File: config.mk
export PLATFORM = sky130hd
export DESIGN_NAME = rgb_sync_mode_line_timing
export DESIGN_NICKNAME = d
export VERILOG_FILES = /design/src/hdl/lcd_timing_pkg.sv /design/src/hdl/rgb_sync_mode_line_timing.sv
export SDC_FILE = /design/constraint.sdc
export NUM_CORES = 1
export LEC_CHECK = 0
export BUFFER_PORTS_ARGS = -buffer_cell sky130_fd_sc_hd__buf_2
export CORE_ASPECT_RATIO = 1.1
export CORE_UTILIZATION = 58
export DETAILED_ROUTE_END_ITERATION = 6
export PLACE_DENSITY = 0.81
export SYNTH_ARGS = -nofsm -noshare
export SYNTH_HDL_FRONTEND = slang
export SYNTH_SLANG_ARGS = --single-unit
File: constraint.sdc
create_clock -name MCLK -period 9.74 [get_ports MCLK]
set_clock_uncertainty 0.1 [all_clocks]
set_input_delay 0.487 -clock MCLK [delete_from_list [all_inputs] [get_ports MCLK]]
set_output_delay 0.487 -clock MCLK [all_outputs]
set_load 0.005 [all_outputs]
File: src/hdl/lcd_timing_pkg.sv
// Purpose: Shared constants and types for the sync-mode and line-timing block.
// Assumes: APB byte addresses, one 32-bit word per register.
// Notes:   Reset values and field positions are kept here, except the method and calibration run bit resets and the porch and mode fields.
package lcd_timing_pkg;

    // Register byte offsets.
    localparam logic [7:0] RGB_CONTROL_OFS   = 8'h00;
    localparam logic [7:0] BACK_PORCH_OFS    = 8'h04;
    localparam logic [7:0] LINE_MODE_OFS     = 8'h08;
    localparam logic [7:0] CALIBRATION_OFS   = 8'h0C;
    localparam logic [7:0] LINE_CLOCK_OFS    = 8'h10;
    localparam logic [7:0] CONTROL_TWO_OFS   = 8'h14;
    localparam logic [7:0] WIN_MIN_X_OFS     = 8'h18;
    localparam logic [7:0] WIN_MAX_X_OFS     = 8'h1C;
    localparam logic [7:0] WIN_MIN_Y_OFS     = 8'h20;
    localparam logic [7:0] WIN_MAX_Y_OFS     = 8'h24;
    localparam logic [7:0] STATUS_OFS        = 8'h28;

    // Field positions.
    localparam int CAPTURE_BIT     = 0;
    localparam int SYNC_SEL_BIT    = 1;
    localparam int SOURCE_SEL_BIT  = 2;
    localparam int WIN_REFRESH_BIT = 3;
    localparam int BUS_SHARE_BIT   = 4;
    localparam int METHOD_BIT      = 0;
    localparam int CAL_RUN_BIT     = 0;
    localparam int CAL_DOUBLE_BIT  = 1;
    localparam int GATE_240_BIT    = 2;

    // Values after reset.
    localparam logic [7:0] RGB_CONTROL_RST = 8'h00;
    localparam logic [7:0] BACK_PORCH_RST  = 8'h00;
    localparam logic [7:0] CONTROL_TWO_RST = 8'h00;
    localparam logic [7:0] LINE_CLOCK_RST  = 8'h25;
    localparam logic [7:0] WIN_MIN_RST     = 8'h00;
    localparam logic [7:0] WIN_MAX_X_RST   = 8'hAF;
    localparam logic [7:0] WIN_MAX_Y_RST   = 8'hEF;

    // Gate line counts per frame, the dummy line comes on top.
    localparam logic [8:0] GATE_LINES_220 = 9'h0DC;
    localparam logic [8:0] GATE_LINES_240 = 9'h0F0;

    // Pixel width of the display memory.
    localparam int PIXEL_W = 18;

    typedef struct packed {
        logic                 we;
        logic [7:0]           x;
        logic [7:0]           y;
        logic [PIXEL_W-1:0]   data;
    } ram_write_t;

    typedef enum logic {CAL_IDLE, CAL_COUNT} cal_state_t;

endpackage : lcd_timing_pkg

File: src/hdl/rgb_sync_mode_line_timing.sv
// Purpose: Mode selection, RGB capture into display memory, and line timing.
// Assumes: Sync, dot clock and panel system clock are asynchronous pins.
// Notes:   Display memory itself sits outside; this block drives its write port.
// What this block does
// - Mode 011: capture and display on external sync.
// - Mode 001: capture on external while window refresh is enabled, display internal.
// - Mode x00: host writes only, internal display.
// - Mode x10: host writes, external sync display.
// - Capture writes only inside the access window.
// - Back porch register sets external blanking.
// - New mode applies only at frame boundary.
// - Window refresh enable rewrites window internally.
// - Internal line period counts system clock edges.
// - Method bit picks calibrated or programmed count.
// - Writing calibration bit zero starts counting.
// - Count edges until bit one, then store.
// - Double select stores twice the count.
// - Line is count plus one; frame gates plus one.
// - Programmed count needs method bit, else calibrated count (25H after reset).
// - Capture samples RGB bus or shared data bus.
// - Window corners come from min and max registers.
`timescale 1ns/1ps
module rgb_sync_mode_line_timing
    import lcd_timing_pkg::*;
#(
    parameter int CAL_W = 10
) (
    input  wire logic               MCLK,
    input  wire logic               SRST,
    input  wire logic [7:0]         PADDR,
    input  wire logic               PSEL,
    input  wire logic               PENABLE,
    input  wire logic               PWRITE,
    input  wire logic [31:0]        PWDATA,
    output logic      [31:0]        PRDATA,
    output logic                    PREADY,
    output logic                    PSLVERR,
    input  wire logic               VSYNC,
    input  wire logic               HSYNC,
    input  wire logic               DOTCLK,
    input  wire logic               PANEL_SYSTEM_CLOCK_PIN,
    input  wire logic [PIXEL_W-1:0] PIX_DATA,
    input  wire logic [PIXEL_W-1:0] SHARED_DATA,
    input  wire logic               HOST_WE,
    input  wire logic [7:0]         HOST_X,
    input  wire logic [7:0]         HOST_Y,
    input  wire logic [PIXEL_W-1:0] HOST_DATA,
    output ram_write_t              RAM_WR,
    output logic                    LINE_START,
    output logic                    FRAME_START,
    output logic                    DISP_BLANK
);

    // The calibration counter must at least hold a full 8-bit line count.
    if (CAL_W < 9 || CAL_W > 16) begin : g_bad_cal_w
        $error("CAL_W must lie between 9 and 16");
    end

    // Pin synchronisers: three stages, a change counts once stages 1 and 2
    // agree. Index 0 vsync, 1 hsync, 2 dot clock, 3 panel system clock.
    logic [3:0] pin_in;
    logic [3:0] pin_rise;
    assign pin_in = {PANEL_SYSTEM_CLOCK_PIN, DOTCLK, HSYNC, VSYNC};

    for (genvar i = 0; i < 4; i++) begin : g_sync
        logic [2:0] chain_reg;
        logic       stable_reg;
        // Stage 0 feeds only stage 1; the filter looks at stages 1 and 2.
        always_ff @(posedge MCLK) begin
            if (SRST) begin
                chain_reg  <= 3'h0;
                stable_reg <= 1'h0;
            end else begin
                chain_reg <= {chain_reg[1:0], pin_in[i]};
                if (chain_reg[1] == chain_reg[2]) begin
                    stable_reg <= chain_reg[2];
                end
            end
        end
        assign pin_rise[i] = (chain_reg[1] == chain_reg[2]) && chain_reg[2]
                             && !stable_reg;
    end

    logic vs_rise;
    logic hs_rise;
    logic dot_rise;
    logic sys_rise;
    assign vs_rise  = pin_rise[0];
    assign hs_rise  = pin_rise[1];
    assign dot_rise = pin_rise[2];
    assign sys_rise = pin_rise[3];

    // Software registers.
    logic [7:0]       rgb_control_reg;
    logic [7:0]       back_porch_reg;
    logic             line_period_method_reg;
    logic             calibration_run_bit_reg;
    logic [7:0]       line_clock_count_reg;
    logic [7:0]       cal_count_reg;
    logic [7:0]       control_two_reg;
    logic [7:0]       win_min_x_reg;
    logic [7:0]       win_max_x_reg;
    logic [7:0]       win_min_y_reg;
    logic [7:0]       win_max_y_reg;
    logic [2:0]       active_mode_reg;
    logic [31:0]      prdata_reg;
    cal_state_t       cal_state_reg;
    logic [CAL_W-1:0] cal_cnt_reg;

    // APB decode; the slave never stalls, unmapped addresses raise pslverr.
    logic wr_en;
    logic sel_rgb;
    logic sel_bp;
    logic sel_mode;
    logic sel_cal;
    logic sel_lclk;
    logic sel_ctl2;
    logic sel_minx;
    logic sel_maxx;
    logic sel_miny;
    logic sel_maxy;
    logic sel_stat;
    logic mapped;
    assign wr_en    = PSEL && PENABLE && PWRITE;
    assign sel_rgb  = PADDR == RGB_CONTROL_OFS;
    assign sel_bp   = PADDR == BACK_PORCH_OFS;
    assign sel_mode = PADDR == LINE_MODE_OFS;
    assign sel_cal  = PADDR == CALIBRATION_OFS;
    assign sel_lclk = PADDR == LINE_CLOCK_OFS;
    assign sel_ctl2 = PADDR == CONTROL_TWO_OFS;
    assign sel_minx = PADDR == WIN_MIN_X_OFS;
    assign sel_maxx = PADDR == WIN_MAX_X_OFS;
    assign sel_miny = PADDR == WIN_MIN_Y_OFS;
    assign sel_maxy = PADDR == WIN_MAX_Y_OFS;
    assign sel_stat = PADDR == STATUS_OFS;
    assign mapped   = sel_rgb | sel_bp | sel_mode | sel_cal | sel_lclk
                    | sel_ctl2 | sel_minx | sel_maxx | sel_miny | sel_maxy
                    | sel_stat;
    assign PREADY   = 1'h1;
    assign PSLVERR  = PSEL && PENABLE && !mapped;
    assign PRDATA   = prdata_reg;

    // Calibration start and stop come straight from the bus write.
    logic       cal_start;
    logic       cal_stop;
    logic [CAL_W:0] cal_scaled;
    logic [7:0] cal_result;
    assign cal_start  = wr_en && sel_cal && !PWDATA[CAL_RUN_BIT];
    assign cal_stop   = wr_en && sel_cal && PWDATA[CAL_RUN_BIT];
    assign cal_scaled = control_two_reg[CAL_DOUBLE_BIT]
                      ? {cal_cnt_reg, 1'h0} : {1'h0, cal_cnt_reg};
    // Counts beyond eight bits saturate rather than wrap to a short line.
    assign cal_result = (|cal_scaled[CAL_W:8]) ? 8'hFF : cal_scaled[7:0];

    // Status word: active mode, calibration busy, blanking.
    logic [31:0] status_word;
    logic [31:0] rd_mux;
    assign status_word = {27'h0, DISP_BLANK, cal_state_reg == CAL_COUNT,
                          active_mode_reg};
    assign rd_mux = sel_rgb  ? {24'h0, rgb_control_reg}
                  : sel_bp   ? {24'h0, back_porch_reg}
                  : sel_mode ? {31'h0, line_period_method_reg}
                  : sel_cal  ? {31'h0, calibration_run_bit_reg}
                  : sel_lclk ? {24'h0, line_clock_count_reg}
                  : sel_ctl2 ? {24'h0, control_two_reg}
                  : sel_minx ? {24'h0, win_min_x_reg}
                  : sel_maxx ? {24'h0, win_max_x_reg}
                  : sel_miny ? {24'h0, win_min_y_reg}
                  : sel_maxy ? {24'h0, win_max_y_reg}
                  : sel_stat ? status_word
                  : 32'h0;

    // Read data is latched in the setup phase and stands through the access.
    always_ff @(posedge MCLK) begin
        if (SRST) begin
            prdata_reg <= 32'h0;
        end else if (PSEL && !PENABLE) begin
            prdata_reg <= rd_mux;
        end
    end

    // Plain control registers written from the bus.
    always_ff @(posedge MCLK) begin
        if (SRST) begin
            rgb_control_reg        <= RGB_CONTROL_RST;
            back_porch_reg         <= BACK_PORCH_RST;
            line_period_method_reg <= 1'h0;
            control_two_reg        <= CONTROL_TWO_RST;
            win_min_x_reg          <= WIN_MIN_RST;
            win_max_x_reg          <= WIN_MAX_X_RST;
            win_min_y_reg          <= WIN_MIN_RST;
            win_max_y_reg          <= WIN_MAX_Y_RST;
        end else if (wr_en) begin
            if (sel_rgb)  rgb_control_reg        <= PWDATA[7:0];
            if (sel_bp)   back_porch_reg         <= PWDATA[7:0];
            if (sel_mode) line_period_method_reg <= PWDATA[METHOD_BIT];
            if (sel_ctl2) control_two_reg        <= PWDATA[7:0];
            if (sel_minx) win_min_x_reg          <= PWDATA[7:0];
            if (sel_maxx) win_max_x_reg          <= PWDATA[7:0];
            if (sel_miny) win_min_y_reg          <= PWDATA[7:0];
            if (sel_maxy) win_max_y_reg          <= PWDATA[7:0];
        end
    end

    // Calibration: counts panel clock edges from the first one after the
    // start write until the stop write, then stores the result.
    always_ff @(posedge MCLK) begin
        if (SRST) begin
            cal_state_reg           <= CAL_IDLE;
            cal_cnt_reg             <= '0;
            calibration_run_bit_reg <= 1'h1;
        end else begin
            if (cal_start || cal_stop) begin
                calibration_run_bit_reg <= PWDATA[CAL_RUN_BIT];
            end
            case (cal_state_reg)
                CAL_IDLE: begin
                    if (cal_start) begin
                        cal_state_reg <= CAL_COUNT;
                        cal_cnt_reg   <= '0;
                    end
                end
                CAL_COUNT: begin
                    if (cal_stop) begin
                        cal_state_reg <= CAL_IDLE;
                    end else if (cal_start) begin
                        cal_cnt_reg <= '0;
                    end else if (sys_rise && !(&cal_cnt_reg)) begin
                        cal_cnt_reg <= cal_cnt_reg + 1'h1;
                    end
                end
                default: cal_state_reg <= CAL_IDLE;
            endcase
        end
    end

    // Line clock count: software writes it, a finished calibration loads it.
    always_ff @(posedge MCLK) begin
        if (SRST) begin
            line_clock_count_reg <= LINE_CLOCK_RST;
            cal_count_reg        <= LINE_CLOCK_RST;
        end else if (cal_state_reg == CAL_COUNT && cal_stop) begin
            line_clock_count_reg <= cal_result;
            cal_count_reg        <= cal_result;
        end else if (wr_en && sel_lclk) begin
            line_clock_count_reg <= PWDATA[7:0];
        end
    end

    // Internal line timing from panel clock edges, not from hsync.
    // The count is taken at each line end, so a count written below the
    // running position cannot stretch the current line to a counter wrap.
    logic [8:0] ih_cnt_reg;
    logic [8:0] iv_cnt_reg;
    logic [7:0] lcount_line_reg;
    logic [7:0] lcount_sel;
    logic [8:0] gates_sel;
    logic       int_line_tick;
    logic       int_frame_tick;
    assign lcount_sel = line_period_method_reg ? line_clock_count_reg
                                               : cal_count_reg;
    assign gates_sel  = control_two_reg[GATE_240_BIT] ? GATE_LINES_240
                                                      : GATE_LINES_220;
    assign int_line_tick  = sys_rise
                         && ih_cnt_reg == {1'h0, lcount_line_reg};
    assign int_frame_tick = int_line_tick && iv_cnt_reg == gates_sel;

    always_ff @(posedge MCLK) begin
        if (SRST) begin
            ih_cnt_reg      <= 9'h000;
            iv_cnt_reg      <= 9'h000;
            lcount_line_reg <= LINE_CLOCK_RST;
        end else if (int_line_tick) begin
            ih_cnt_reg      <= 9'h000;
            iv_cnt_reg      <= int_frame_tick ? 9'h000 : iv_cnt_reg + 9'h001;
            lcount_line_reg <= lcount_sel;
        end else if (sys_rise) begin
            ih_cnt_reg <= ih_cnt_reg + 9'h001;
        end
    end

    // External timing: lines since vsync, dots since hsync.
    logic [8:0] ev_line_reg;
    logic [8:0] ed_dot_reg;
    always_ff @(posedge MCLK) begin
        if (SRST) begin
            ev_line_reg <= 9'h000;
            ed_dot_reg  <= 9'h000;
        end else begin
            if (vs_rise) begin
                ev_line_reg <= 9'h000;
            end else if (hs_rise && !(&ev_line_reg)) begin
                ev_line_reg <= ev_line_reg + 9'h001;
            end
            if (hs_rise || vs_rise) begin
                ed_dot_reg <= 9'h000;
            end else if (dot_rise && !(&ed_dot_reg)) begin
                ed_dot_reg <= ed_dot_reg + 9'h001;
            end
        end
    end

    // Blanking and active position from the back porch fields.
    logic [8:0] hbp;
    logic [8:0] vbp;
    logic       ext_blank;
    logic [8:0] px_full;
    logic [8:0] py_full;
    assign hbp       = {5'h00, back_porch_reg[7:4]};
    assign vbp       = {5'h00, back_porch_reg[3:0]};
    assign ext_blank = ev_line_reg <= vbp || ed_dot_reg < hbp;
    assign px_full   = ed_dot_reg - hbp;
    assign py_full   = ev_line_reg - vbp - 9'h001;

    // Mode decode; the active code only follows the register per frame.
    logic sync_ext;
    logic capture_on;
    logic line_tick;
    logic frame_tick;
    assign sync_ext   = active_mode_reg[SYNC_SEL_BIT];
    // Internal-display capture runs only while window refresh is enabled.
    assign capture_on = active_mode_reg[CAPTURE_BIT]
                      && (sync_ext || rgb_control_reg[WIN_REFRESH_BIT]);
    assign line_tick  = sync_ext ? hs_rise : int_line_tick;
    assign frame_tick = sync_ext ? vs_rise : int_frame_tick;

    always_ff @(posedge MCLK) begin
        if (SRST) begin
            active_mode_reg <= 3'h0;
        end else if (frame_tick) begin
            active_mode_reg <= rgb_control_reg[2:0];
        end
    end

    // Pixel bus: shared or dedicated, delayed to match the sync path.
    // The host must keep the dot clock running while capture is active.
    logic [PIXEL_W-1:0] pix_d1_reg;
    logic [PIXEL_W-1:0] pix_d2_reg;
    logic [PIXEL_W-1:0] pix_d3_reg;
    always_ff @(posedge MCLK) begin
        if (SRST) begin
            pix_d1_reg <= '0;
            pix_d2_reg <= '0;
            pix_d3_reg <= '0;
        end else begin
            pix_d1_reg <= rgb_control_reg[BUS_SHARE_BIT] ? SHARED_DATA
                                                         : PIX_DATA;
            pix_d2_reg <= pix_d1_reg;
            pix_d3_reg <= pix_d2_reg;
        end
    end

    // Capture write on each dot edge in the active area inside the window.
    logic in_window;
    logic cap_wr;
    logic host_wr;
    ram_write_t ram_wr_next;
    ram_write_t ram_wr_reg;
    assign in_window = !ext_blank
                     && px_full[7:0] >= win_min_x_reg && px_full[7:0] <= win_max_x_reg
                     && py_full[7:0] >= win_min_y_reg && py_full[7:0] <= win_max_y_reg
                     && !px_full[8] && !py_full[8];
    assign cap_wr  = capture_on && dot_rise && in_window;
    // Host writes are taken only while capture is off in the active mode.
    assign host_wr = !active_mode_reg[CAPTURE_BIT] && HOST_WE;
    assign ram_wr_next = cap_wr  ? '{1'h1, px_full[7:0], py_full[7:0],
                                     pix_d3_reg}
                       : host_wr ? '{1'h1, HOST_X, HOST_Y, HOST_DATA}
                       : '{1'h0, 8'h00, 8'h00, {PIXEL_W{1'h0}}};

    // Output registers.
    logic line_start_reg;
    logic frame_start_reg;
    logic blank_reg;
    always_ff @(posedge MCLK) begin
        if (SRST) begin
            ram_wr_reg      <= '0;
            line_start_reg  <= 1'h0;
            frame_start_reg <= 1'h0;
            blank_reg       <= 1'h1;
        end else begin
            ram_wr_reg      <= ram_wr_next;
            line_start_reg  <= line_tick;
            frame_start_reg <= frame_tick;
            blank_reg       <= sync_ext ? ext_blank
                                        : iv_cnt_reg == gates_sel;
        end
    end
    assign RAM_WR      = ram_wr_reg;
    assign LINE_START  = line_start_reg;
    assign FRAME_START = frame_start_reg;
    assign DISP_BLANK  = blank_reg;
endmodule : rgb_sync_mode_line_timing

; ---- After elaboration in Yosys (flattened, before gate mapping)
; Index checks and enable logic that the tools add are counted.
[totals]
register_bits = 272
in_bits = 120
output_inout_bits = 72
elab_cells = 182
[classes]
n_addsub = 8
n_lt_le_gt_ge = 6
eq_ne = 19
muxes = 32
bitwise = 11
reduce_logical = 68
[ops]
columns = op, n
row1 = 2-to-1 mux 8 bit, 14
row2 = 2-to-1 mux 35 bit, 2
row3 = 2-to-1 mux 10 bit, 4
row4 = "adder 9 x 1 -> 9 bit, second input constant", 4
row5 = "equality test 8 x 5 -> 1 bit, second input constant", 4
row6 = logical AND 1 bit, 32
row7 = "equality test 8 x 6 -> 1 bit, second input constant", 3
row8 = case mux 10 bit (2 select lines), 1
row9 = equality test 9 x 8 -> 1 bit, 2
row10 = 2-to-1 mux 18 bit, 1
row11 = AND reduction 9 bit, 2
row12 = subtractor 9 x 4 -> 9 bit, 2
row13 = "equality test 8 x 4 -> 1 bit, second input constant", 2
row14 = greater-or-equal comparator 8 bit, 2
row15 = <= comparator 8 bit, 2
row16 = AND reduction 2 bit, 8
row17 = zero test 1 bit, 14
row18 = 2-to-1 mux 11 bit, 1
row19 = "adder 10 x 1 -> 10 bit, second input constant", 1
row20 = OR 1 bit, 10
row21 = AND reduction 10 bit, 1
row22 = <= comparator 9 x 4 -> 1 bit, 1
row23 = < comparator 9 x 4 -> 1 bit, 1
row24 = 2-to-1 mux 9 bit, 1
row25 = other kinds (16), 29

; ---- Logic depth before layout (Yosys ltp)
; Gate-level depths: netlist (run 1).
[depth]
depth_word = 13
depth_mapped = 16
mapped_depth_nobuf = 15

; ---- Least setup slack after synthesis (run 1)
; OpenSTA, ideal clock, no wires.
[synth_path]
kind = flip-flop to flip-flop
start = register back_porch_reg[3]
end = register ram_wr_reg (netlist bit RAM_WR[10])
setup_ns = 0.074
t_arrival_ns = 3.090
required_ns = 9.566
path_slack_ns = 6.476
stages_incl_launch_ff = 17
path_buffers = 1
period_less_slack_ns = 3.264
path_cell_list = dfxtp_1 > inv_1 > ha_1 > a211oi_1 > nand2_1 > a21oi_1 > nor3b_1 > xnor2_1 > inv_1 > ha_1 > nand4_1 > nand2b_1 > a21oi_1 > nor4_1 > nand4_1 > clkbuf_1 > o21ai_0
[synth_between]
elab_chain_cells = 11
word_cells_on_any_way = 16
cone_classes = add/sub (2) / order compare (3) / mux (1) / reduce/logical (10)
[synth_lines]
columns = element, line_no
row1 = from (decl), rgb_sync_mode_line_timing.sv:95  ; logic [7:0] back_porch_reg;
row2 = from (signal assigned), rgb_sync_mode_line_timing.sv:195  ; if (sel_bp) back_porch_reg <= PWDATA[7:0];
row3 = "parallel branches: the longest is 8 deep, another holds subtractor 9 x 4 -> 9 bit", --
row4 = logical AND 1 bit (*), rgb_sync_mode_line_timing.sv:362  ; && !px_full[8] && !py_full[8];
row5 = logical AND 1 bit (*), rgb_sync_mode_line_timing.sv:363  ; assign cap_wr = capture_on && dot_rise && in_window;
row6 = 2-to-1 mux 35 bit (*), rgb_sync_mode_line_timing.sv:366  ; assign ram_wr_next = cap_wr ? '{1'h1, px_full[7:0], py_full[7:0],
row7 = to (signal assigned), rgb_sync_mode_line_timing.sv:382  ; ram_wr_reg <= ram_wr_next;
row8 = to (decl), rgb_sync_mode_line_timing.sv:358  ; ram_write_t ram_wr_reg;
; Every way passes the cells marked *.
; A chain may end at the register's enable or synchronous reset.

; ---- Worst setup path in the final report (run 1)
[layout_path]
start = register back_porch_reg[5]
end = register ram_wr_reg (netlist bit RAM_WR[5])
[layout_between]
elab_chain_cells = 11
word_cells_on_any_way = 15
cone_classes = add/sub (1) / order compare (3) / mux (1) / reduce/logical (10)
[layout_lines]
columns = element, line_no
row1 = "parallel branches: the longest is 7 deep, another holds subtractor 9 x 4 -> 9 bit", --
row2 = logical AND 1 bit (*) (2 in series), rgb_sync_mode_line_timing.sv:362
row3 = logical AND 1 bit (*), rgb_sync_mode_line_timing.sv:363
row4 = 2-to-1 mux 35 bit (*), rgb_sync_mode_line_timing.sv:366
; Marks and branches as above.

==> results of run 1 <==
==> power by group <==
| group | internal [W] | total [W] | switching (W) |
|---|---|---|---|
| clock | 0.000632 | 0.00104 | 0.000408 |
| combinational | 0.0000393 | 0.000106 | 0.0000669 |
| sequential | 0.00103 | 0.00104 | 0.00000535 |
==> per-stage QoR <==
step / hold WS [ps] / cell area (um2) / worst slack (ps) / instances
5_1_grt: 41.0 / 13100 / 5540 / 1714
3_3_place_gp: 316 / 12200 / 6010 / 1669
6_report: 41.2 / 13100 / 5830 / 1714
4_1_cts: 29.4 / 13100 / 5860 / 1714
2_1_floorplan: 314 / 11500 / 6480 / 1360
3_5_place_dp: 321 / 12200 / 5890 / 1669
==> synthesized netlist by cell type, drive strengths merged, types with 33 or more instances <==
| cell type | count | area, um2 |
|---|---|---|
| clkbuf | 54 | 203 |
| dfxtp | 248 | 4960 |
| nor2 | 123 | 464 |
| mux2i | 68 | 681 |
| a21oi | 81 | 405 |
| nand3 | 46 | 240 |
| o21ai | 81 | 405 |
| nand2 | 167 | 627 |
| ha | 53 | 663 |
| nor2b | 59 | 369 |
| buf | 33 | 236 |
| inv | 86 | 323 |
==> final cells by class <==
type / count / area (um2)
tap: 247 / 309
inverter: 86 / 323
clock buffer: 32 / 682
clock inverter: 13 / 215
fill: 1546 / 6150
multi-input combinational: 939 / 5830
timing repair buffer: 149 / 766
sequential: 248 / 4960
==> cell families after synthesis <==
family / synth area share
compound gates: 0.124
xor+xnor: 0.0397
fa+ha+maj: 0.0613
buf+inv: 0.0665
flops: 0.433
mux: 0.0663
other cells: 0.000655
simple gates: 0.209
==> tightest hold or removal path, delay by kind of cell <==
kind	cells	cell delay [ps]
simple gates	1	30
compound gates	1	50
buf+inv	1	70
==> worst paths after layout <==
path / start / end / slack, ps
worst min-delay path: HOST_Y[6] / RAM_WR[24]$_SDFF_PP0_ / 40
worst max-delay path: back_porch_reg[5]$_SDFFE_PP0P_ / RAM_WR[5]$_SDFF_PP0_ / 5830
worst min register to register: pix_d1_reg[17]$_SDFF_PP0_ / pix_d2_reg[17]$_SDFF_PP0_ / 330
worst max register to register: back_porch_reg[5]$_SDFFE_PP0P_ / RAM_WR[5]$_SDFF_PP0_ / 5830
==> layer usage <==
metal | track usage | part of all wire | wire length, um
met1 | 0.350 | 0.41 | 11600
met3 | 0.0437 | 0.069 | 1940
met2 | 0.468 | 0.48 | 13500
met4 | 0.135 | 0.044 | 1230
met5 | 0 | 0 | 0
==> results.txt, run 1 <==
max_cap viols -> 0
WP buf/inv -> 3
Remaining DRCs -> 0
Crit. End Element -> flop
Post-synth EDFFs -> 0
Rel. slew slack -> 0.193
gpl congestion -> 0.948
post-CTS setup buffers -> 0
setup TNS -> 0 ps
required time worst endpoint -> 10050 ps
Netlist cell types -> 70
Port Buf Inserts -> 142
maximum vdd drop -> 0.161 mV
initial core utilization -> 0.596
pwr dens -> 167 nW/um2
cell count after synthesis -> 1337
Antenna Nets Post-Route -> 0
CP max stage cell -> dfxtp_1
wire per inst -> 16.5 um
Yosys reg bits -> 248
syn avg cell area -> 8.57 um2
Core Area -> 19200 um2
Hold Violations, Final -> 0
Max Transition Viols Final -> 0
DR iter-0 viols -> 680
vias in the first global route -> 9010
share of cells above drive strength 1 -> 0.148
status -> completed
min cycle time layout -> 3910 ps
Worst path depth -> 15
Leakage -> 5.46 nW
synth warn -> 0
P&R area growth vs syn -> 14.1%
DPL Wire Length -> 20100 um
NumNets Final -> 1624
Total Power -> 0.00218 W
via count of the routed design -> 9716
CTS Buffer Depth -> 3
Rows -> 53
max reg flops -> 35
WP data arrival -> 4220 ps
worst-skew pair later-pin latency -> 540 ps
Worst path max stage delay -> 400 ps
ys flop type -> dfxtp_1
register clock-pin slew on the reported worst setup and hold paths -> 60 ps
Num CTS Buffers -> 25
final setup violation count -> 0
# H-tree levels -> 1
Syn Std Cell Area -> 11500 um2
1st-pass router iterations -> 5
largest net degree at the start of global routing -> 80
Total Routing Usage GR -> 0.280
clock sink count -> 248
CP top delay family -> compound AO/OA/AOI/OAI gates
Critical Path, Cell by Cell -> inv_1 > ha_1 > a21oi_1 > o21ai_0 > or3_1 > xor2_1 > inv_1 > ha_1 > a2111oi_0 > nand2_1 > a21oi_1 > nor4_1 > nand4_1 > buf_4 > o21ai_0
Die Ht -> 149 um
CP Launch Type -> flop
R2R depth -> 15
# IOs -> 192
CTS Hold Buffers Added -> 0
Hold WC Path Type -> primary input to flop
Antenna Cells -> 0
final wirelength -> 28200 um
post-layout util -> 0.680
Resized Gates After CTS -> 0
die width -> 136 um
RSZ-0062 raised after global routing -> no
global-route wire length before repair -> 45200 um
sequential area share after synthesis -> 0.433
TritonCTS clock tree -> yes
commonest non-fill, non-tap cell in the layout -> dfxtp_1
Root Buffer -> clkbuf_16
post-synthesis async set-or-reset flop share -> 0
total congestion overflow -> 0
via-per-instance ratio -> 5.67
Slew @ Worst Pin -> 1210 ps
highest clock rate -> 256 MHz
hold path cells -> 3
antenna violations before repair -> 0
Crit Path Class -> flop to flop
fin crit share -> 0.402
most frequent cells in the layout -> dfxtp_1, nand2_1, buf_2, nor2_1, inv_1
die area -> 20300 um2
CP Max Fanout -> 34
Note: power is estimated with default switching activity, not from simulation.
==> run 2: changes to the inputs <==
Settings changed: ABC_AREA set to 1, CORE_UTILIZATION 58 to 52, PLACE_DENSITY 0.81 to 0.76.
Clock period 9.74 ns to 3.2 ns, I/O delays scaled along.
==> run 2 against run 1 <==
The flow now finishes with violations (setup timing). Critical endpoint is now RAM_WR[12]$_SDFF_PP0_. Sequential power grew to 3.0 times the previous value. Die area is 18% higher. Count of clock-buffer cells in the layout is 4 higher. Cell count is 33% higher.
==> results.txt, run 2 <==
status -> finished, violations left
failing checks -> setup timing
final instance area -> 15500 um2 (+18%)
Yosys reg bits -> 248 (unchanged)
clock sink count -> 248 (unchanged)
Placed Area -> 13200 um2 (+8.6%)
post-synth top area cell -> dfxtp_1
initial core utilization -> 0.530 (-0.0661)
synth warn -> 0 (unchanged)
CP Launch Type -> flop
required time worst endpoint -> 3580 ps (-6470 ps)
highest clock rate -> 291 MHz (+14%)
DR iter-0 viols -> 1044 (+54%)
post-synthesis async set-or-reset flop share -> 0 (unchanged)
Rel. slew slack -> 0.318 (+0.124)
multi-input logic area -> 6040 um2 (+3.7%)
syn avg cell area -> 7.19 um2 (-16%)
sequential area share after synthesis -> 0.408 (-0.0246)
RSZ-0062 raised after global routing -> yes
Die Ht -> 162 um (+8.6%)
CTS Buffer Depth -> 3 (unchanged)
Root Buffer -> clkbuf_16
pwr dens -> 418 nW/um2 (+150%)
Register Area -> 4970 um2 (+0.10%)
# H-tree levels -> 1 (unchanged)
# IOs -> 192 (unchanged)
Synth top area share -> 0.408 (-0.0246)
Post-synth EDFFs -> 0 (unchanged)
antenna violations before repair -> 1 (+1)
Max Transition Viols Final -> 0 (unchanged)
Antenna Nets Post-Route -> 0 (unchanged)
final setup violation count -> 35 (+35)
P&R area growth vs syn -> 27.5%
max_cap viols -> 0 (unchanged)
largest net degree at the start of global routing -> 112 (+40%)
share of cells above drive strength 1 -> 0.181 (+0.0327)
Leakage -> 7.12 nW (+30%)
fillers -> 1800 (+16%)
max reg flops -> 35 (unchanged)
total congestion overflow -> 0 (unchanged)
CP Max Fanout -> 18 (-47%)
DPL Wire Length -> 23000 um (+14%)
Remaining DRCs -> 0 (unchanged)
Hold WC Path Type -> primary input to flop
die width -> 148 um (+8.6%)
most frequent cells in the layout -> nand2_1, dfxtp_1, inv_1, nor2_1, buf_2
final wirelength -> 36500 um (+29%)
cell count after synthesis -> 1690 (+26%)
via count of the routed design -> 12200 (+25%)
WP data arrival -> 3810 ps (-410 ps)
final non-filler cell total -> 2277 (+33%)
via-per-instance ratio -> 5.35 (-5.5%)
Core Area -> 22900 um2 (+19%)
Commonest cells post-synth -> nand2_1, dfxtp_1, inv_1
wire per inst -> 16.0 um (-2.8%)
Syn Std Cell Area -> 12200 um2 (+6.0%)
NumNets Final -> 2133 (+31%)
Crit Path Class -> flop to flop
top-count cell post-synth -> nand2_1
Rows -> 58 (+9.4%)
vias in the first global route -> 11400 (+26%)
Num CTS Buffers -> 26 (+4.0%)
gpl congestion -> 0.975 (+2.8%)
maximum vdd drop -> 0.359 mV (+120%)
Hold Violations, Final -> 0 (unchanged)
Port Buf Inserts -> 142 (unchanged)
Crit. End Element -> flop
worst-skew pair later-pin latency -> 540 ps (about the same)
die area -> 24000 um2 (+18%)
commonest non-fill, non-tap cell in the layout -> nand2_1
min cycle time layout -> 3440 ps (-475 ps)
ys flop type -> dfxtp_1
Netlist cell types -> 55 (-21%)
register clock-pin slew on the reported worst setup and hold paths -> 70 ps (about the same)
TritonCTS clock tree -> yes
setup TNS -> -6500 ps (-6500 ps)
top post-synthesis cells by area -> dfxtp_1, nand2_1, inv_1
global-route wire length before repair -> 55200 um (+22%)
Slew @ Worst Pin -> 1020 ps (-190 ps)
fin crit share -> 1.07 (+0.673)
final setup margin -> -238 ps (-6070 ps)
1st-pass router iterations -> 6 (+1)
Total Routing Usage GR -> 0.287 (+0.00691)
placed cells -> 2115 (+27%)
## run 2: area by class of cell
class / count / area share
multi-input combinational: 1116 / 0.390
sequential: 248 / 0.321
timing repair buffer: 296 / 0.148
inverter: 270 / 0.0654
clock buffer: 36 / 0.0470
tap: 300 / 0.0242
clock inverter: 10 / 0.00492
antenna: 1 / 0.000161
## run 2: layer usage
layer,wire [um],share of wire,vias to the layer above,GRT usage
li1,-,-,5910,-
met1,14600,0.40,5541,0.354
met2,16900,0.46,575,0.484
met3,2790,0.076,166,0.0412
met4,2230,0.061,0,0.153
met5,0,0,-,0
## run 2: through the flow
| step | worst slack, ps | util | hold slack, ps | total power, W |
|---|---|---|---|---|
| CTS | -73.4 | 0.663 | 37.7 | 0.00646 |
| detailed placement | -276 | 0.577 | 266 | 0.00357 |
| global route | -432 | 0.676 | 70.2 | 0.00668 |
| floorplan | 60.1 | - | 167 | 0.00344 |
| finish | -238 | 0.676 | 43.6 | 0.00647 |
| global placement | -103 | 0.577 | 268 | 0.00356 |
## run 2: what timing repair did
item,in CTS,in global routing
hold endpoints to repair,105,0
pin swaps,5,16
setup buffers,12,10
hold buffers,86,0
gates cloned,2,5
endpoints found under the setup margin,35,35
gates resized for setup,36,20
## run 2: worst max-delay path, cell delays in order, from the launching register on
cell and delay [ps]:
dfxtp_2 340, inv_2 50, ha_4 160, fa_2 350
nand2_2 90, nand2_2 70, a21oi_4 200, nand3_2 110
xor2_2 200, inv_2 80, ha_4 280, nand2_4 50
nor2_4 90, nand4_1 110, nand2_2 110, nand3_4 90
buf_4 150, nor2_4 90, nand4_4 140, buf_12 210
nand2_1 90, nand2_1 90, nor2_1 90
## run 2: path summary, 6_finish.rpt
path,from,end,slack [ps],cells past startpoint
hold reg to reg,pix_d2_reg[14]$_SDFF_PP0_,pix_d3_reg[14]$_SDFF_PP0_,300,2
hold / removal,PADDR[0],calibration_run_bit_reg$_SDFFE_PP1P_,40,7
setup reg to reg,back_porch_reg[0]$_SDFFE_PP0P_,RAM_WR[12]$_SDFF_PP0_,-240,22
setup / recovery,back_porch_reg[0]$_SDFFE_PP0P_,RAM_WR[12]$_SDFF_PP0_,-240,22
## run 2: report_power, final
part	internal [W]	total, W	switching [W]
clock network	0.00160	0.00285	0.00126
registers	0.00314	0.00316	0.0000190
logic	0.000200	0.000455	0.000254
## run 2: kinds of logic (layout without fill, tap and decap cells)
group | Yosys count | in the layout | synth area share
and+or+nand+nor | 698 | 698 | 0.253
buffers and inverters | 349 | 612 | 0.121
AOI/OAI and AO/OA | 314 | 314 | 0.141
DFF | 248 | 248 | 0.408
adders and majority gates | 55 | 55 | 0.0579
xor gates and xnor gates | 24 | 24 | 0.0173
other | 2 | 26 | 0.000618
==> run 3: changes to the inputs <==
Settings changed: ABC_AREA 1 to not set, CORE_UTILIZATION 52 to 51, PLACE_DENSITY 0.76 to 0.75.
==> run 3 against run 2 <==
Combinational power decreased by 5.3%. Setup slack better by 100 ps. The run still ends with setup timing left. Sequential share of layout area grew 1.2 points. Cell count decreased by 15%. Clock power grew 6%. Worst hold slack got worse by 18 ps. Die area down 3.8%.
==> results.txt, run 3 (same netlist as run 1, synthesis figures left out) <==
status -> finished, violations left
failing checks -> setup timing
R2R depth -> 15 (-32%)
Critical Path, Cell by Cell -> ha_4 > a211oi_4 > nand2_2 > a21oi_2 > nor3b_2 > xnor2_1 > inv_1 > ha_1 > o21ai_1 > a221oi_2 > o2111a_1 > nand4_1 > buf_6 > buf_16 > o21ai_1
Placed Area -> 12700 um2 (-4.2%)
Antenna Nets Post-Route -> 0 (unchanged)
Slew @ Worst Pin -> 920 ps (-97.7 ps)
share of cells above drive strength 1 -> 0.213 (+0.0323)
largest net degree at the start of global routing -> 58 (-48%)
Total Routing Usage GR -> 0.280 (-0.00627)
Die Ht -> 159 um (-1.9%)
antenna violations before repair -> 0 (-1)
required time worst endpoint -> 3570 ps (about the same)
Worst path most repeated cell -> o21ai_1
CP Launch Type -> flop
worst r2r src -> ev_line_reg[3]$_SDFFE_PP0P_
Hold Violations, Final -> 0 (unchanged)
die width -> 145 um (-1.9%)
TritonCTS clock tree -> yes
# H-tree levels -> 1 (unchanged)
Antenna Cells -> 0 (-1)
Num CTS Buffers -> 26 (unchanged)
worst-skew pair later-pin latency -> 550 ps (about the same)
Rows -> 57 (-1.7%)
Max Transition Viols Final -> 0 (unchanged)
Hold WC Path Type -> primary input to flop
via count of the routed design -> 10500 (-14%)
most frequent cells in the layout -> dfxtp_1, nand2_1, buf_2, nor2_1, dlygate4sd3_1
WP data arrival -> 3700 ps (-110 ps)
vias in the first global route -> 10300 (-9.4%)
DR iter-0 viols -> 792 (-24%)
CP startpoint -> ev_line_reg[3]$_SDFFE_PP0P_
clock sink count -> 248 (unchanged)
fin crit share -> 1.04 (-0.0327)
Crit Path Class -> flop to flop
min cycle time layout -> 3330 ps (-105 ps)
Leakage -> 6.32 nW (-11%)
Reg2Reg Setup Slack -> -130 ps (+100 ps)
Rel. slew slack -> 0.385 (+0.0676)
Remaining DRCs -> 0 (unchanged)
register clock-pin slew on the reported worst setup and hold paths -> 70 ps (about the same)
highest clock rate -> 300 MHz (+3.1%)
RSZ-0062 raised after global routing -> yes
final wirelength -> 33700 um (-7.7%)
CP max stage cell -> dfxtp_2
wire per inst -> 17.5 um (+9.0%)
Reg-to-Reg End -> RAM_WR[4]$_SDFF_PP0_
die area -> 23100 um2 (-3.8%)
Worst path max stage delay -> 380 ps (+30 ps)
final non-filler cell total -> 1929 (-15%)
NumNets Final -> 1789 (-16%)
global-route wire length before repair -> 52100 um (-5.7%)
initial core utilization -> 0.520 (-0.00982)
maximum vdd drop -> 0.443 mV (+23%)
# IOs -> 192 (unchanged)
total congestion overflow -> 0 (unchanged)
DPL Wire Length -> 21100 um (-8.5%)
Root Buffer -> clkbuf_16
Port Buf Inserts -> 142 (unchanged)
Setup crit end -> RAM_WR[4]$_SDFF_PP0_
final setup violation count -> 34 (-2.9%)
setup TNS -> -2420 ps (+4080 ps)
Core Area -> 22000 um2 (-3.9%)
Crit. End Element -> flop
max_cap viols -> 0 (unchanged)
gpl congestion -> 0.956 (-1.9%)
final instance area -> 14900 um2 (-3.5%)
final setup margin -> -133 ps (+105 ps)
CTS Buffer Depth -> 3 (unchanged)
1st-pass router iterations -> 5 (-1)
max reg flops -> 35 (unchanged)
CP Max Fanout -> 6 (-12)
placed cells -> 1773 (-16%)
commonest non-fill, non-tap cell in the layout -> dfxtp_1
via-per-instance ratio -> 5.43 (+1.4%)
pwr dens -> 442 nW/um2 (+5.8%)
P&R area growth vs syn -> 30.4%
-- run 3: changes by cell type in the layout (fill, tap and decap cells not counted), sizes merged, moves of 20 or more --
| cell | before | now |
|---|---|---|
| inv | 266 | 88 |
| nand2 | 325 | 167 |
| nor2 | 227 | 123 |
| mux2i | 0 | 68 |
| nor2b | 0 | 59 |
| o21ai | 134 | 81 |
| a21oi | 130 | 81 |
| nand4 | 59 | 21 |
| buf | 205 | 227 |
| xnor2 | 4 | 24 |
-- run 3: worst min path at each step --
stage,from,endpoint,depth (start not counted)
2_1_floorplan,HOST_DATA[0],RAM_WR[0]$_SDFF_PP0_,2
3_3_place_gp,HOST_X[4],RAM_WR[30]$_SDFF_PP0_,3
3_5_place_dp,HOST_Y[4],RAM_WR[22]$_SDFF_PP0_,3
4_1_cts,PSEL,PRDATA[0]$_SDFFE_PP0P_,4
5_1_grt,PENABLE,PRDATA[1]$_SDFFE_PP0P_,3
6_report,PSEL,PRDATA[5]$_SDFFE_PP0P_,4
-- run 3: repair_timing --
item                       CTS  global route
hold buffers                85             0
hold endpoints to repair   127             0
setup endpoints to repair   35            35
gates resized for setup     67            45
pin swaps                   16            15
cloned                       3             1
buffers inserted            17             3
-- run 3: final cells by class --
type                            count  area, um2
Clock buffer                       35        724
Clock inverter                     13        131
Fill cell                        1665       7090
Inverter                           86        323
Multi-Input combinational cell    939       6120
Sequential cell                   248       4970
Tap cell                          295        369
Timing Repair Buffer              313       2310
-- run 3: metrics by stage --
step                      utilization  hold WS [ps]  total power, W  setup WS, ps
after global placement          0.575           257         0.00355          -117
after floorplan                     -           169         0.00342         0.853
after CTS                       0.670          14.0         0.00658         -34.0
final                           0.678          25.5         0.00660          -133
after global routing            0.678          57.1         0.00681          -309
after detailed placement        0.575           259         0.00355          -267
-- run 3: worst max-delay path, delay by kind of cell (launching register included) --
| kind | cells | cell delay (ps) |
|---|---|---|
| AND/OR/NAND/NOR | 3 | 440 |
| buffers and inverters | 3 | 460 |
| adder cells (fa/ha/maj) | 2 | 520 |
| AO/OA/AOI/OAI | 6 | 1180 |
| XOR/XNOR | 1 | 160 |
| flip-flops | 1 | 380 |
-- run 3: power breakdown --
group / switching, W / internal [W]
clock: 0.00131 / 0.00170
combinational: 0.000234 / 0.000197
sequential: 0.0000226 / 0.00314
total: 0.00157 / 0.00504
-- run 3: per-layer routing --
metal	global-route usage	part of all wire	vias to the layer above
met5	0	0	-
met4	0.158	0.055	0
met3	0.0461	0.064	142
met2	0.475	0.48	431
met1	0.338	0.40	4867
li1	-	-	5033
